## src/logic/usb_ctl_pkg.sv

```systemverilog
// Register map, field layout and encodings of the bus control block
package usb_ctl_pkg;
   localparam int ADDR_W = 8;
   localparam int DATA_W = 32;
   localparam int CTL_IRQ_W = 12;
   localparam int NUM_EP = 16;
   // Register byte offsets
   localparam logic [7:0] OFF_CTRL = 8'h00;
   localparam logic [7:0] OFF_CMD = 8'h04;
   localparam logic [7:0] OFF_IN_REQ = 8'h08;
   localparam logic [7:0] OFF_IN_CANCEL = 8'h0c;
   localparam logic [7:0] OFF_STAT = 8'h10;
   localparam logic [7:0] OFF_CTL_IEN = 8'h14;
   localparam logic [7:0] OFF_CTL_IST = 8'h18;
   localparam logic [7:0] OFF_EP_IEN = 8'h1c;
   localparam logic [7:0] OFF_EP_IST = 8'h20;
   // Control and command register fields
   localparam int CTRL_MODE_LSB = 0;
   localparam int CTRL_MODE_MSB = 1;
   localparam int CTRL_RESET_BIT = 2;
   localparam int CTRL_RESUME_BIT = 3;
   localparam int CTRL_SUSPEND_BIT = 4;
   localparam int CMD_STATUS_IN_BIT = 0;
   // Status register fields
   localparam int STAT_SPEED_LSB = 0;
   localparam int STAT_SPEED_MSB = 1;
   localparam int STAT_STS_PEND_BIT = 2;
   localparam int STAT_ATTACHED_BIT = 3;
   // Control interrupt bit positions
   localparam int ctl_irq_supply_error = 0;
   localparam int ctl_irq_session_start = 1;
   localparam int ctl_irq_session_end = 2;
   localparam int ctl_irq_detach = 3;
   localparam int ctl_irq_attach = 4;
   localparam int ctl_irq_frame_start = 5;
   localparam int ctl_irq_overrun_frame = 6;
   localparam int ctl_irq_bus_reset_seen = 7;
   localparam int ctl_irq_wakeup_seen = 8;
   localparam int ctl_irq_sleep_seen = 9;
   localparam int ctl_irq_role_detected = 10;
   localparam int ctl_irq_supply_fault = 11;
   // Which control sources each mode may raise
   localparam logic [11:0] CTL_HOST_MASK = 12'h859;
   localparam logic [11:0] CTL_DEV_MASK = 12'h284;
   localparam logic [11:0] CTL_DUAL_MASK = 12'h402;
   localparam logic [11:0] CTL_ANY_MASK = 12'h120;
   localparam logic [31:0] CTRL_RESET_VAL = 32'h0000_0000;
   typedef enum logic [1:0] {
      MODE_DEVICE = 2'b00,
      MODE_HOST = 2'b01,
      MODE_DUAL = 2'b10
   } mode_t;
   typedef enum logic [1:0] {
      speed_unknown = 2'b00,
      SPEED_LOW = 2'b01,
      SPEED_FULL = 2'b10,
      SPEED_HIGH = 2'b11
   } speed_t;
   typedef enum logic [0:0] {
      STS_IDLE = 1'b0,
      STS_WAIT = 1'b1
   } sts_state_t;
endpackage

```

## src/logic/usb_bus_ctl.sv

```systemverilog
// Bus signalling control and interrupt status of a USB controller
//
// Operation
// - Host cancel request drops an endpoint's scheduled IN if not yet issued.
// - Host may request a status IN on endpoint zero only.
// - Received status packet for that request raises an interrupt flag.
// - Host drives bus reset while requested; software holds it 20 ms or more.
// - Device drives resume while requested; software holds it 10 to 15 ms.
// - Host drives resume while requested; withdrawal finishes the resume sequence.
// - Host reports device speed: low, full, high or unknown.
// - Host suspend request stops bus traffic toward devices.
// - Each control interrupt source has its own enable.
// - Each endpoint interrupt source has its own separate enable.
// - Control and endpoint status are read through separate registers.
// - Reading control status clears the control flags that the read returns.
// - Reading endpoint status clears the endpoint flags that the read returns.
// - Host flags supply, attach, detach, fault; any mode flags frame, wakeup.
// - Host flags a device signalling past the end of a frame.
// - Device flags session end, reset, sleep; dual mode session start, role.
// - Endpoint status holds host and device groups covering every endpoint.
//
// Our own choices: the register addresses and the APB interface to the registers.
`timescale 1ns/10ps
module usb_bus_ctl #(
   parameter int NEP = usb_ctl_pkg::NUM_EP
) (
   input wire logic ref_clk_i,
   input wire logic arst_n_i,
   input wire logic psel_i,
   input wire logic penable_i,
   input wire logic pwrite_i,
   input wire logic [usb_ctl_pkg::ADDR_W-1:0] paddr_i,
   input wire logic [usb_ctl_pkg::DATA_W-1:0] pwdata_i,
   output logic [usb_ctl_pkg::DATA_W-1:0] prdata_o,
   output logic pready_o,
   output logic pslverr_o,
   input wire logic [usb_ctl_pkg::CTL_IRQ_W-1:0] ctl_evt_i,
   input wire logic [NEP-1:0] ep_evt_host_i,
   input wire logic [NEP-1:0] ep_evt_dev_i,
   input wire logic [NEP-1:0] in_issued_i,
   input wire logic status_rcvd_i,
   input wire logic dev_attached_i,
   input wire logic [1:0] dev_speed_i,
   output logic [NEP-1:0] in_pending_o,
   output logic status_in_req_o,
   output logic bus_reset_o,
   output logic resume_drive_o,
   output logic resume_end_o,
   output logic suspend_o,
   output logic traffic_en_o,
   output logic [1:0] speed_o,
   output logic irq_o
);
   localparam int CW = usb_ctl_pkg::CTL_IRQ_W;
   localparam int EW = 2 * NEP;

   ////////////////////////////////////////////////////////////////////////////
   // Declarations
   logic pready_reg;
   logic pslverr_reg;
   logic [31:0] prdata_reg;
   logic access;
   logic done;
   logic wr;
   logic rd;
   logic hit;
   logic [31:0] rd_mux;
   logic [1:0] mode_reg;
   logic reset_req_reg;
   logic resume_req_reg;
   logic suspend_req_reg;
   logic resume_q_reg;
   logic host_cap;
   logic dev_cap;
   logic dual_cap;
   logic [NEP-1:0] in_pend_reg;
   usb_ctl_pkg::sts_state_t sts_state_reg;
   logic status_req_reg;
   logic bus_reset_reg;
   logic resume_drive_reg;
   logic resume_end_reg;
   logic suspend_reg;
   logic traffic_en_reg;
   logic [1:0] speed_reg;
   logic irq_reg;
   logic [CW-1:0] ctl_ien_reg;
   logic [EW-1:0] ep_ien_reg;
   logic [CW-1:0] ctl_set;
   logic [CW-1:0] ctl_clr;
   logic [CW-1:0] ctl_flags;
   logic [EW-1:0] ep_set;
   logic [EW-1:0] ep_clr;
   logic [EW-1:0] ep_flags;
   logic [CW-1:0] ctl_mode_mask;
   logic sts_done;

   ////////////////////////////////////////////////////////////////////////////
   // APB slave: one wait state, answer on second access cycle
   assign access = psel_i & penable_i;
   assign done = access & pready_reg;
   assign wr = done & pwrite_i;
   assign rd = done & ~pwrite_i;

   always_comb begin
      hit = 1'b1;
      rd_mux = '0;
      case (paddr_i)
         usb_ctl_pkg::OFF_CTRL: begin
            rd_mux[usb_ctl_pkg::CTRL_MODE_MSB:usb_ctl_pkg::CTRL_MODE_LSB] = mode_reg;
            rd_mux[usb_ctl_pkg::CTRL_RESET_BIT] = reset_req_reg;
            rd_mux[usb_ctl_pkg::CTRL_RESUME_BIT] = resume_req_reg;
            rd_mux[usb_ctl_pkg::CTRL_SUSPEND_BIT] = suspend_req_reg;
         end
         usb_ctl_pkg::OFF_CMD: begin
            rd_mux = '0;
         end
         usb_ctl_pkg::OFF_IN_REQ: begin
            rd_mux[NEP-1:0] = in_pend_reg;
         end
         usb_ctl_pkg::OFF_IN_CANCEL: begin
            rd_mux = '0;
         end
         usb_ctl_pkg::OFF_STAT: begin
            rd_mux[usb_ctl_pkg::STAT_SPEED_MSB:usb_ctl_pkg::STAT_SPEED_LSB] = speed_reg;
            rd_mux[usb_ctl_pkg::STAT_STS_PEND_BIT] = status_req_reg;
            rd_mux[usb_ctl_pkg::STAT_ATTACHED_BIT] = dev_attached_i;
         end
         usb_ctl_pkg::OFF_CTL_IEN: begin
            rd_mux[CW-1:0] = ctl_ien_reg;
         end
         usb_ctl_pkg::OFF_CTL_IST: begin
            rd_mux[CW-1:0] = ctl_flags;
         end
         usb_ctl_pkg::OFF_EP_IEN: begin
            rd_mux[EW-1:0] = ep_ien_reg;
         end
         usb_ctl_pkg::OFF_EP_IST: begin
            rd_mux[EW-1:0] = ep_flags;
         end
         default: begin
            hit = 1'b0;
         end
      endcase
   end

   always_ff @(posedge ref_clk_i or negedge arst_n_i) begin
      if (!arst_n_i) begin
         pready_reg <= 1'b0;
         pslverr_reg <= 1'b0;
         prdata_reg <= '0;
      end else begin
         pready_reg <= access & ~pready_reg;
         if (access && !pready_reg) begin
            pslverr_reg <= ~hit;
            prdata_reg <= pwrite_i ? 32'h0000_0000 : rd_mux;
         end else if (done) begin
            pslverr_reg <= 1'b0;
            prdata_reg <= '0;
         end
      end
   end

   ////////////////////////////////////////////////////////////////////////////
   // Control register and mode qualifiers
   always_ff @(posedge ref_clk_i or negedge arst_n_i) begin
      if (!arst_n_i) begin
         mode_reg <= usb_ctl_pkg::CTRL_RESET_VAL[1:0];
         reset_req_reg <= 1'b0;
         resume_req_reg <= 1'b0;
         suspend_req_reg <= 1'b0;
      end else if (wr && paddr_i == usb_ctl_pkg::OFF_CTRL) begin
         mode_reg <= pwdata_i[usb_ctl_pkg::CTRL_MODE_MSB:usb_ctl_pkg::CTRL_MODE_LSB];
         reset_req_reg <= pwdata_i[usb_ctl_pkg::CTRL_RESET_BIT];
         resume_req_reg <= pwdata_i[usb_ctl_pkg::CTRL_RESUME_BIT];
         suspend_req_reg <= pwdata_i[usb_ctl_pkg::CTRL_SUSPEND_BIT];
      end
   end

   assign dual_cap = mode_reg == usb_ctl_pkg::MODE_DUAL;
   assign host_cap = (mode_reg == usb_ctl_pkg::MODE_HOST) | dual_cap;
   assign dev_cap = (mode_reg == usb_ctl_pkg::MODE_DEVICE) | dual_cap;

   ////////////////////////////////////////////////////////////////////////////
   // Bus signalling outputs
   always_ff @(posedge ref_clk_i or negedge arst_n_i) begin
      if (!arst_n_i) begin
         bus_reset_reg <= 1'b0;
         resume_drive_reg <= 1'b0;
         resume_end_reg <= 1'b0;
         resume_q_reg <= 1'b0;
         suspend_reg <= 1'b0;
         traffic_en_reg <= 1'b0;
      end else begin
         bus_reset_reg <= host_cap & reset_req_reg;
         resume_drive_reg <= resume_req_reg;
         resume_q_reg <= resume_req_reg;
         resume_end_reg <= host_cap & resume_q_reg & ~resume_req_reg;
         suspend_reg <= host_cap & suspend_req_reg;
         traffic_en_reg <= host_cap & ~suspend_req_reg & ~reset_req_reg & ~resume_req_reg;
      end
   end

   ////////////////////////////////////////////////////////////////////////////
   // Device speed report
   always_ff @(posedge ref_clk_i or negedge arst_n_i) begin
      if (!arst_n_i) begin
         speed_reg <= usb_ctl_pkg::speed_unknown;
      end else begin
         if (host_cap && dev_attached_i) begin
            speed_reg <= dev_speed_i;
         end else begin
            speed_reg <= usb_ctl_pkg::speed_unknown;
         end
      end
   end

   ////////////////////////////////////////////////////////////////////////////
   // Scheduled IN requests
   always_ff @(posedge ref_clk_i or negedge arst_n_i) begin
      if (!arst_n_i) begin
         in_pend_reg <= '0;
      end else if (!host_cap) begin
         in_pend_reg <= '0;
      end else if (wr && paddr_i == usb_ctl_pkg::OFF_IN_REQ) begin
         in_pend_reg <= (in_pend_reg & ~in_issued_i) | pwdata_i[NEP-1:0];
      end else if (wr && paddr_i == usb_ctl_pkg::OFF_IN_CANCEL) begin
         in_pend_reg <= in_pend_reg & ~in_issued_i & ~pwdata_i[NEP-1:0];
      end else begin
         in_pend_reg <= in_pend_reg & ~in_issued_i;
      end
   end

   ////////////////////////////////////////////////////////////////////////////
   // Endpoint zero status IN request
   assign sts_done = (sts_state_reg == usb_ctl_pkg::STS_WAIT) & status_rcvd_i;

   always_ff @(posedge ref_clk_i or negedge arst_n_i) begin
      if (!arst_n_i) begin
         sts_state_reg <= usb_ctl_pkg::STS_IDLE;
         status_req_reg <= 1'b0;
      end else begin
         case (sts_state_reg)
            usb_ctl_pkg::STS_IDLE: begin
               if (host_cap && wr && paddr_i == usb_ctl_pkg::OFF_CMD &&
                   pwdata_i[usb_ctl_pkg::CMD_STATUS_IN_BIT]) begin
                  sts_state_reg <= usb_ctl_pkg::STS_WAIT;
                  status_req_reg <= 1'b1;
               end
            end
            usb_ctl_pkg::STS_WAIT: begin
               if (status_rcvd_i || !host_cap) begin
                  sts_state_reg <= usb_ctl_pkg::STS_IDLE;
                  status_req_reg <= 1'b0;
               end
            end
            default: begin
               sts_state_reg <= usb_ctl_pkg::STS_IDLE;
               status_req_reg <= 1'b0;
            end
         endcase
      end
   end

   ////////////////////////////////////////////////////////////////////////////
   // Interrupt enables
   always_ff @(posedge ref_clk_i or negedge arst_n_i) begin
      if (!arst_n_i) begin
         ctl_ien_reg <= '0;
      end else if (wr && paddr_i == usb_ctl_pkg::OFF_CTL_IEN) begin
         ctl_ien_reg <= pwdata_i[CW-1:0];
      end
   end

   always_ff @(posedge ref_clk_i or negedge arst_n_i) begin
      if (!arst_n_i) begin
         ep_ien_reg <= '0;
      end else if (wr && paddr_i == usb_ctl_pkg::OFF_EP_IEN) begin
         ep_ien_reg <= pwdata_i[EW-1:0];
      end
   end

   ////////////////////////////////////////////////////////////////////////////
   // Interrupt status
   always_comb begin
      ctl_mode_mask = usb_ctl_pkg::CTL_ANY_MASK;
      if (host_cap) begin
         ctl_mode_mask = ctl_mode_mask | usb_ctl_pkg::CTL_HOST_MASK;
      end
      if (dev_cap) begin
         ctl_mode_mask = ctl_mode_mask | usb_ctl_pkg::CTL_DEV_MASK;
      end
      if (dual_cap) begin
         ctl_mode_mask = ctl_mode_mask | usb_ctl_pkg::CTL_DUAL_MASK;
      end
   end

   assign ctl_set = ctl_evt_i & ctl_mode_mask;
   assign ctl_clr = (rd && paddr_i == usb_ctl_pkg::OFF_CTL_IST) ?
                    prdata_reg[CW-1:0] : '0;

   always_comb begin
      ep_set = '0;
      if (host_cap) begin
         ep_set[NEP-1:0] = ep_evt_host_i;
      end
      if (dev_cap) begin
         ep_set[EW-1:NEP] = ep_evt_dev_i;
      end
      ep_set[0] = ep_set[0] | sts_done;
   end

   assign ep_clr = (rd && paddr_i == usb_ctl_pkg::OFF_EP_IST) ?
                   prdata_reg[EW-1:0] : '0;

   flag_bank #(.WIDTH(CW)) u_ctl_flags (
      .ref_clk_i(ref_clk_i),
      .arst_n_i(arst_n_i),
      .set_i(ctl_set),
      .clr_i(ctl_clr),
      .flags_o(ctl_flags)
   );

   flag_bank #(.WIDTH(EW)) u_ep_flags (
      .ref_clk_i(ref_clk_i),
      .arst_n_i(arst_n_i),
      .set_i(ep_set),
      .clr_i(ep_clr),
      .flags_o(ep_flags)
   );

   always_ff @(posedge ref_clk_i or negedge arst_n_i) begin
      if (!arst_n_i) begin
         irq_reg <= 1'b0;
      end else begin
         irq_reg <= |(ctl_flags & ctl_ien_reg) | |(ep_flags & ep_ien_reg);
      end
   end

   ////////////////////////////////////////////////////////////////////////////
   // Outputs
   assign prdata_o = prdata_reg;
   assign pready_o = pready_reg;
   assign pslverr_o = pslverr_reg;
   assign in_pending_o = in_pend_reg;
   assign status_in_req_o = status_req_reg;
   assign bus_reset_o = bus_reset_reg;
   assign resume_drive_o = resume_drive_reg;
   assign resume_end_o = resume_end_reg;
   assign suspend_o = suspend_reg;
   assign traffic_en_o = traffic_en_reg;
   assign speed_o = speed_reg;
   assign irq_o = irq_reg;
endmodule

```

## src/logic/flag_bank.sv

```systemverilog
// Sticky event flags with masked clear where a new set wins
`timescale 1ns/10ps
module flag_bank #(
   parameter int WIDTH = 12
) (
   input wire logic ref_clk_i,
   input wire logic arst_n_i,
   input wire logic [WIDTH-1:0] set_i,
   input wire logic [WIDTH-1:0] clr_i,
   output logic [WIDTH-1:0] flags_o
);
   logic [WIDTH-1:0] flags_reg;
   logic [WIDTH-1:0] flags_next;

   always_comb begin
      flags_next = (flags_reg & ~clr_i) | set_i;
   end

   always_ff @(posedge ref_clk_i or negedge arst_n_i) begin
      if (!arst_n_i) begin
         flags_reg <= '0;
      end else begin
         flags_reg <= flags_next;
      end
   end

   assign flags_o = flags_reg;
endmodule

```

## config.mk

```make
export PLATFORM = sky130hd
export DESIGN_NAME = usb_bus_ctl
export DESIGN_NICKNAME = d
export VERILOG_FILES = /design/src/logic/usb_ctl_pkg.sv /design/src/logic/usb_bus_ctl.sv /design/src/logic/flag_bank.sv
export SDC_FILE = /design/constraint.sdc
export NUM_CORES = 1
export LEC_CHECK = 0
export BUFFER_PORTS_ARGS = -buffer_cell sky130_fd_sc_hd__buf_2
export CORE_MARGIN = 2
export CORE_UTILIZATION = 55
export CTS_BUF_LIST = sky130_fd_sc_hd__clkbuf_4
export CTS_CLUSTER_DIAMETER = 100
export DETAILED_ROUTE_END_ITERATION = 8
export GPL_TIMING_DRIVEN = 0
export HOLD_SLACK_MARGIN = 0.05
export PLACE_DENSITY = 0.89
export SYNTH_ARGS = -nofsm -noshare
export SYNTH_HDL_FRONTEND = slang
export SYNTH_SLANG_ARGS = --single-unit
```

## constraint.sdc

```tcl
create_clock -name ref_clk_i -period 2.2 [get_ports ref_clk_i]
set_clock_uncertainty 0.2 [all_clocks]
set_input_delay 0.11 -clock ref_clk_i [delete_from_list [all_inputs] [get_ports ref_clk_i]]
set_output_delay 0.11 -clock ref_clk_i [all_outputs]
set_load 0.01 [all_outputs]
```

==> flow_metrics.tcl <==
set metrics [dict create \
    postRouteAntennaNets 0 \
    vdd_drop_max_mv 0.317 \
    synth-seq-cells 153 \
    nNetsFinal 1068 \
    synth_area_um2 7320 \
    grt_overflow 0 \
    relSlewSlack_pct 36.7 \
    p_int_mw 3.76 \
    track_usage_pct 39.0 \
    synth_flop_cell "dfrtp_1" \
    fin_area_um2 10000 \
    critPathRequiredTime_ns 2.48 \
    placed_area_um2 8400 \
    wl_per_cell_um 23.8 \
    clk_path_buf_depth 2 \
    period_share_pct 101 \
    synth_top_family_by_area "compound AO/OA/AOI/OAI gates" \
    ys_seq_area_share_pct 52.3 \
    setup_viol 2 \
    clk-insertion-delay-late_ns 0.61 \
    vias 7362 \
    multi_input_area_um2 3230 \
    totalPowerFinal_mw 5.17 \
    swShare_pct 27.3 \
    synth_edf_count 0 \
    synthDistinctLibCells 58 \
    hold_class "in -> reg" \
    regArea_um2 3830 \
    drv_slew 0 \
    failed_checks "negative hold slack, negative setup slack" \
    firstDrtPassIters 6 \
    power_frac_comb_pct 11.0 \
    finalHoldViolCount 1 \
    die_h_um 119 \
    gp_congestion 1.03 \
    yosysWarnings 0 \
    synth.top_cell.area_share_pct 52.3 \
    synthSimpleGateAreaFrac_pct 13.1 \
    htree_levels 4 \
    status "complete, but fails checks" \
    area.growth.synth_to_final_pct 36.7 \
    synthArstFlopShare_pct 100 \
    synth_compound_area_share_pct 18.8 \
    cts_root_buffer "clkbuf_4" \
    worst-setup-path-type "reg -> reg" \
    cts_buffers 17 \
    clock_power_share_pct 32.7 \
    hpwl_mm 17.3 \
    switchingPower_mw 1.41 \
    grt_max_degree 103 \
    grt_pass1_wl_mm 41.6 \
    antenna_found_initial 2 \
    synth.avg_cell_area_um2 11.4 \
    core-area_um2 13100 \
    drc 0 \
    dieArea_um2 14200 \
    rsz0062_at_grt "yes" \
    vias_per_cell 6.41 \
    finalCriticalPeriod_ns 2.23 \
    drv_cap 0 \
    grt_pass1_vias 7383 \
    drt-total-wl_mm 27.3 \
    syn_inst 642 \
    hold_ws_ns -0.104 \
    cts_sinks 153 \
    fillers 833 \
    die_w_um 119 \
    synth.area.top_cells "dfrtp_1 52%, mux2_4 6.2%, a22o_1 5.7%, nand2_1 3.9%, a22oi_1 3.5%" \
    cellPowerDensity_nw_per_um2 516 \
    crit_arrival_ns 2.52 \
    initial_core_util_pct 55.7 \
    synth_nets 753 \
    cts_tree "done" \
    setup_ws_ns -0.0318 \
    synth_largest_area_cell "dfrtp_1" \
    worstMarginPinSlew_ns 0.942 \
    fmax_ghz 0.448 \
    drt_iter0_drc 1117 \
    endpoint_kind "flip-flop" \
    p_leak_nw 4.65 \
    port_buffers 165 \
    synth_xor_area_share_pct 0.120 \
    synth.area.mux_share_pct 11.5 \
    p_seq_share_pct 56.3 \
    clk_pin_slew_ns 0.13 \
    drive_gt1_share_pct 30.0 \
    boundaryPins 168 \
    critPathMaxFanout 7 \
    setup.worst_path.start_class "flip-flop" \
    rows 42 \
    pre_cts_slack_ns -0.278 \
    yosys.area_share.adder_pct 0.342 \
]
area by class of cell:
class                   instances  share of cell area, %
inverters                      21                  0.800
diodes                          2                 0.0500
clock inverters                11                  0.975
well taps                     176                   2.20
flip-flops and latches        153                   38.3
repair buffers                299                   21.9
clock buffers                  21                   1.58
multi-input cells             428                   32.3
plain buffers                  37                   1.98
per-layer routing:
| layer | GRT usage, % | wire, um | vias up |
|---|---|---|---|
| li1 | - | - | 3059 |
| met1 | 48.2 | 9840 | 3534 |
| met4 | 22.5 | 1690 | 0 |
| met3 | 11.0 | 3070 | 159 |
| met2 | 61.6 | 12700 | 610 |
| met5 | 0 | 0 | - |
metrics by stage:
step                TNS [ns]  instances  utilization [%]
finish               -0.0323       1148             76.2
global route          -0.160       1148             76.2
CTS                        0       1138             75.4
detailed placement    -13.95        984             64.0
global placement     -226.99        983             63.7
floorplan                  0        642                -
final timing paths:
| path | from | endpoint | slack [ns] | cells past startpoint |
|---|---|---|---|---|
| min reg2reg | resume_req_reg$_DFFE_PN0P_ | resume_drive_o$_DFF_PN0_ | 0.30 | 0 |
| max in group asynchronous | arst_n_i | ep_ien_reg[9]$_DFFE_PN0P_ | 0.58 | 4 |
| max | pready_o$_DFF_PN0_ | ep_ien_reg[0]$_DFFE_PN0P_ | -0.03 | 4 |
| max reg2reg | pready_o$_DFF_PN0_ | ep_ien_reg[0]$_DFFE_PN0P_ | -0.03 | 4 |
| min | paddr_i[7] | u_ep_flags.flags_o[31]$_DFF_PN0_ | -0.10 | 5 |
| min in group asynchronous | arst_n_i | u_ep_flags.flags_o[12]$_DFF_PN0_ | 0.33 | 3 |
synthesized netlist by cell type, types with 2 or more instances:
master	n
a211o_1	16
a21o_1	4
a21oi_1	28
a221oi_1	5
a22o_1	48
a22oi_1	34
a2bb2oi_1	4
a311o_1	6
a32oi_1	3
and2_1	2
and3_1	5
and4_1	2
buf_1	3
buf_2	11
buf_4	3
buf_6	3
clkbuf_1	20
dfrtp_1	153
ha_1	2
inv_1	20
mux2_2	21
mux2_4	30
mux2i_1	11
mux4_2	2
nand2_1	77
nand3_1	26
nand3b_1	18
nand4_1	8
nand4b_1	3
nor2_1	4
nor3_1	6
nor3b_1	2
nor4_1	5
nor4b_2	2
o21ai_0	27
o21ai_1	2
o2bb2ai_1	2
or2_2	2
or3_1	3
logic make-up after synthesis:
logic type | after synthesis
AO/OA/AOI/OAI | 186
buffers and inverters | 61
AND/OR/NAND/NOR | 175
XOR/XNOR | 1
adder cells (fa/ha/maj) | 2
flip-flops | 153
multiplexers | 64
critical path: stages, from the launching register on:
cell	delay, ns
dfrtp_2	0.47
and4_2	0.31
nand2_2	0.21
mux2_2	0.36
dlygate4sd3_1	0.56
cells in the final DEF (no fill, tap or decap), types with 6 or more instances in the layout:
cell type | netlist | layout
a311o_1 | 6 | 6
a22o_1 | 48 | 48
a211o_1 | 16 | 16
nand4_1 | 8 | 8
nor3_1 | 6 | 6
buf_2 | 11 | 175
nand3b_1 | 18 | 18
nand3_1 | 26 | 26
mux2_2 | 21 | 21
dfrtp_1 | 153 | 152
nand2_1 | 77 | 77
a22oi_1 | 34 | 34
a21oi_1 | 28 | 28
clkbuf_1 | 20 | 14
mux2i_1 | 11 | 11
inv_1 | 20 | 20
clkbuf_4 | 0 | 21
mux2_4 | 30 | 30
buf_4 | 3 | 7
o21ai_0 | 27 | 27
dlygate4sd3_1 | 0 | 130
power groups by stage:
stage	logic [mW]	registers (mW)	clock network (mW)
final	0.568	2.91	1.69
after floorplan	0.131	2.94	0
after CTS	0.534	2.90	1.65
after global routing	0.603	2.91	1.79
after global placement	0.367	2.96	0
after detailed placement	0.377	2.96	0
what timing repair did:
item,4_1_cts,5_1_grt
setup endpoints to repair,63,48
endpoints found under the hold margin,290,13
hold buffers,124,8
gates resized for setup,8,9
pin swaps,0,4
setup buffers,0,2
No activity file was read; power rests on OpenSTA's default activity.
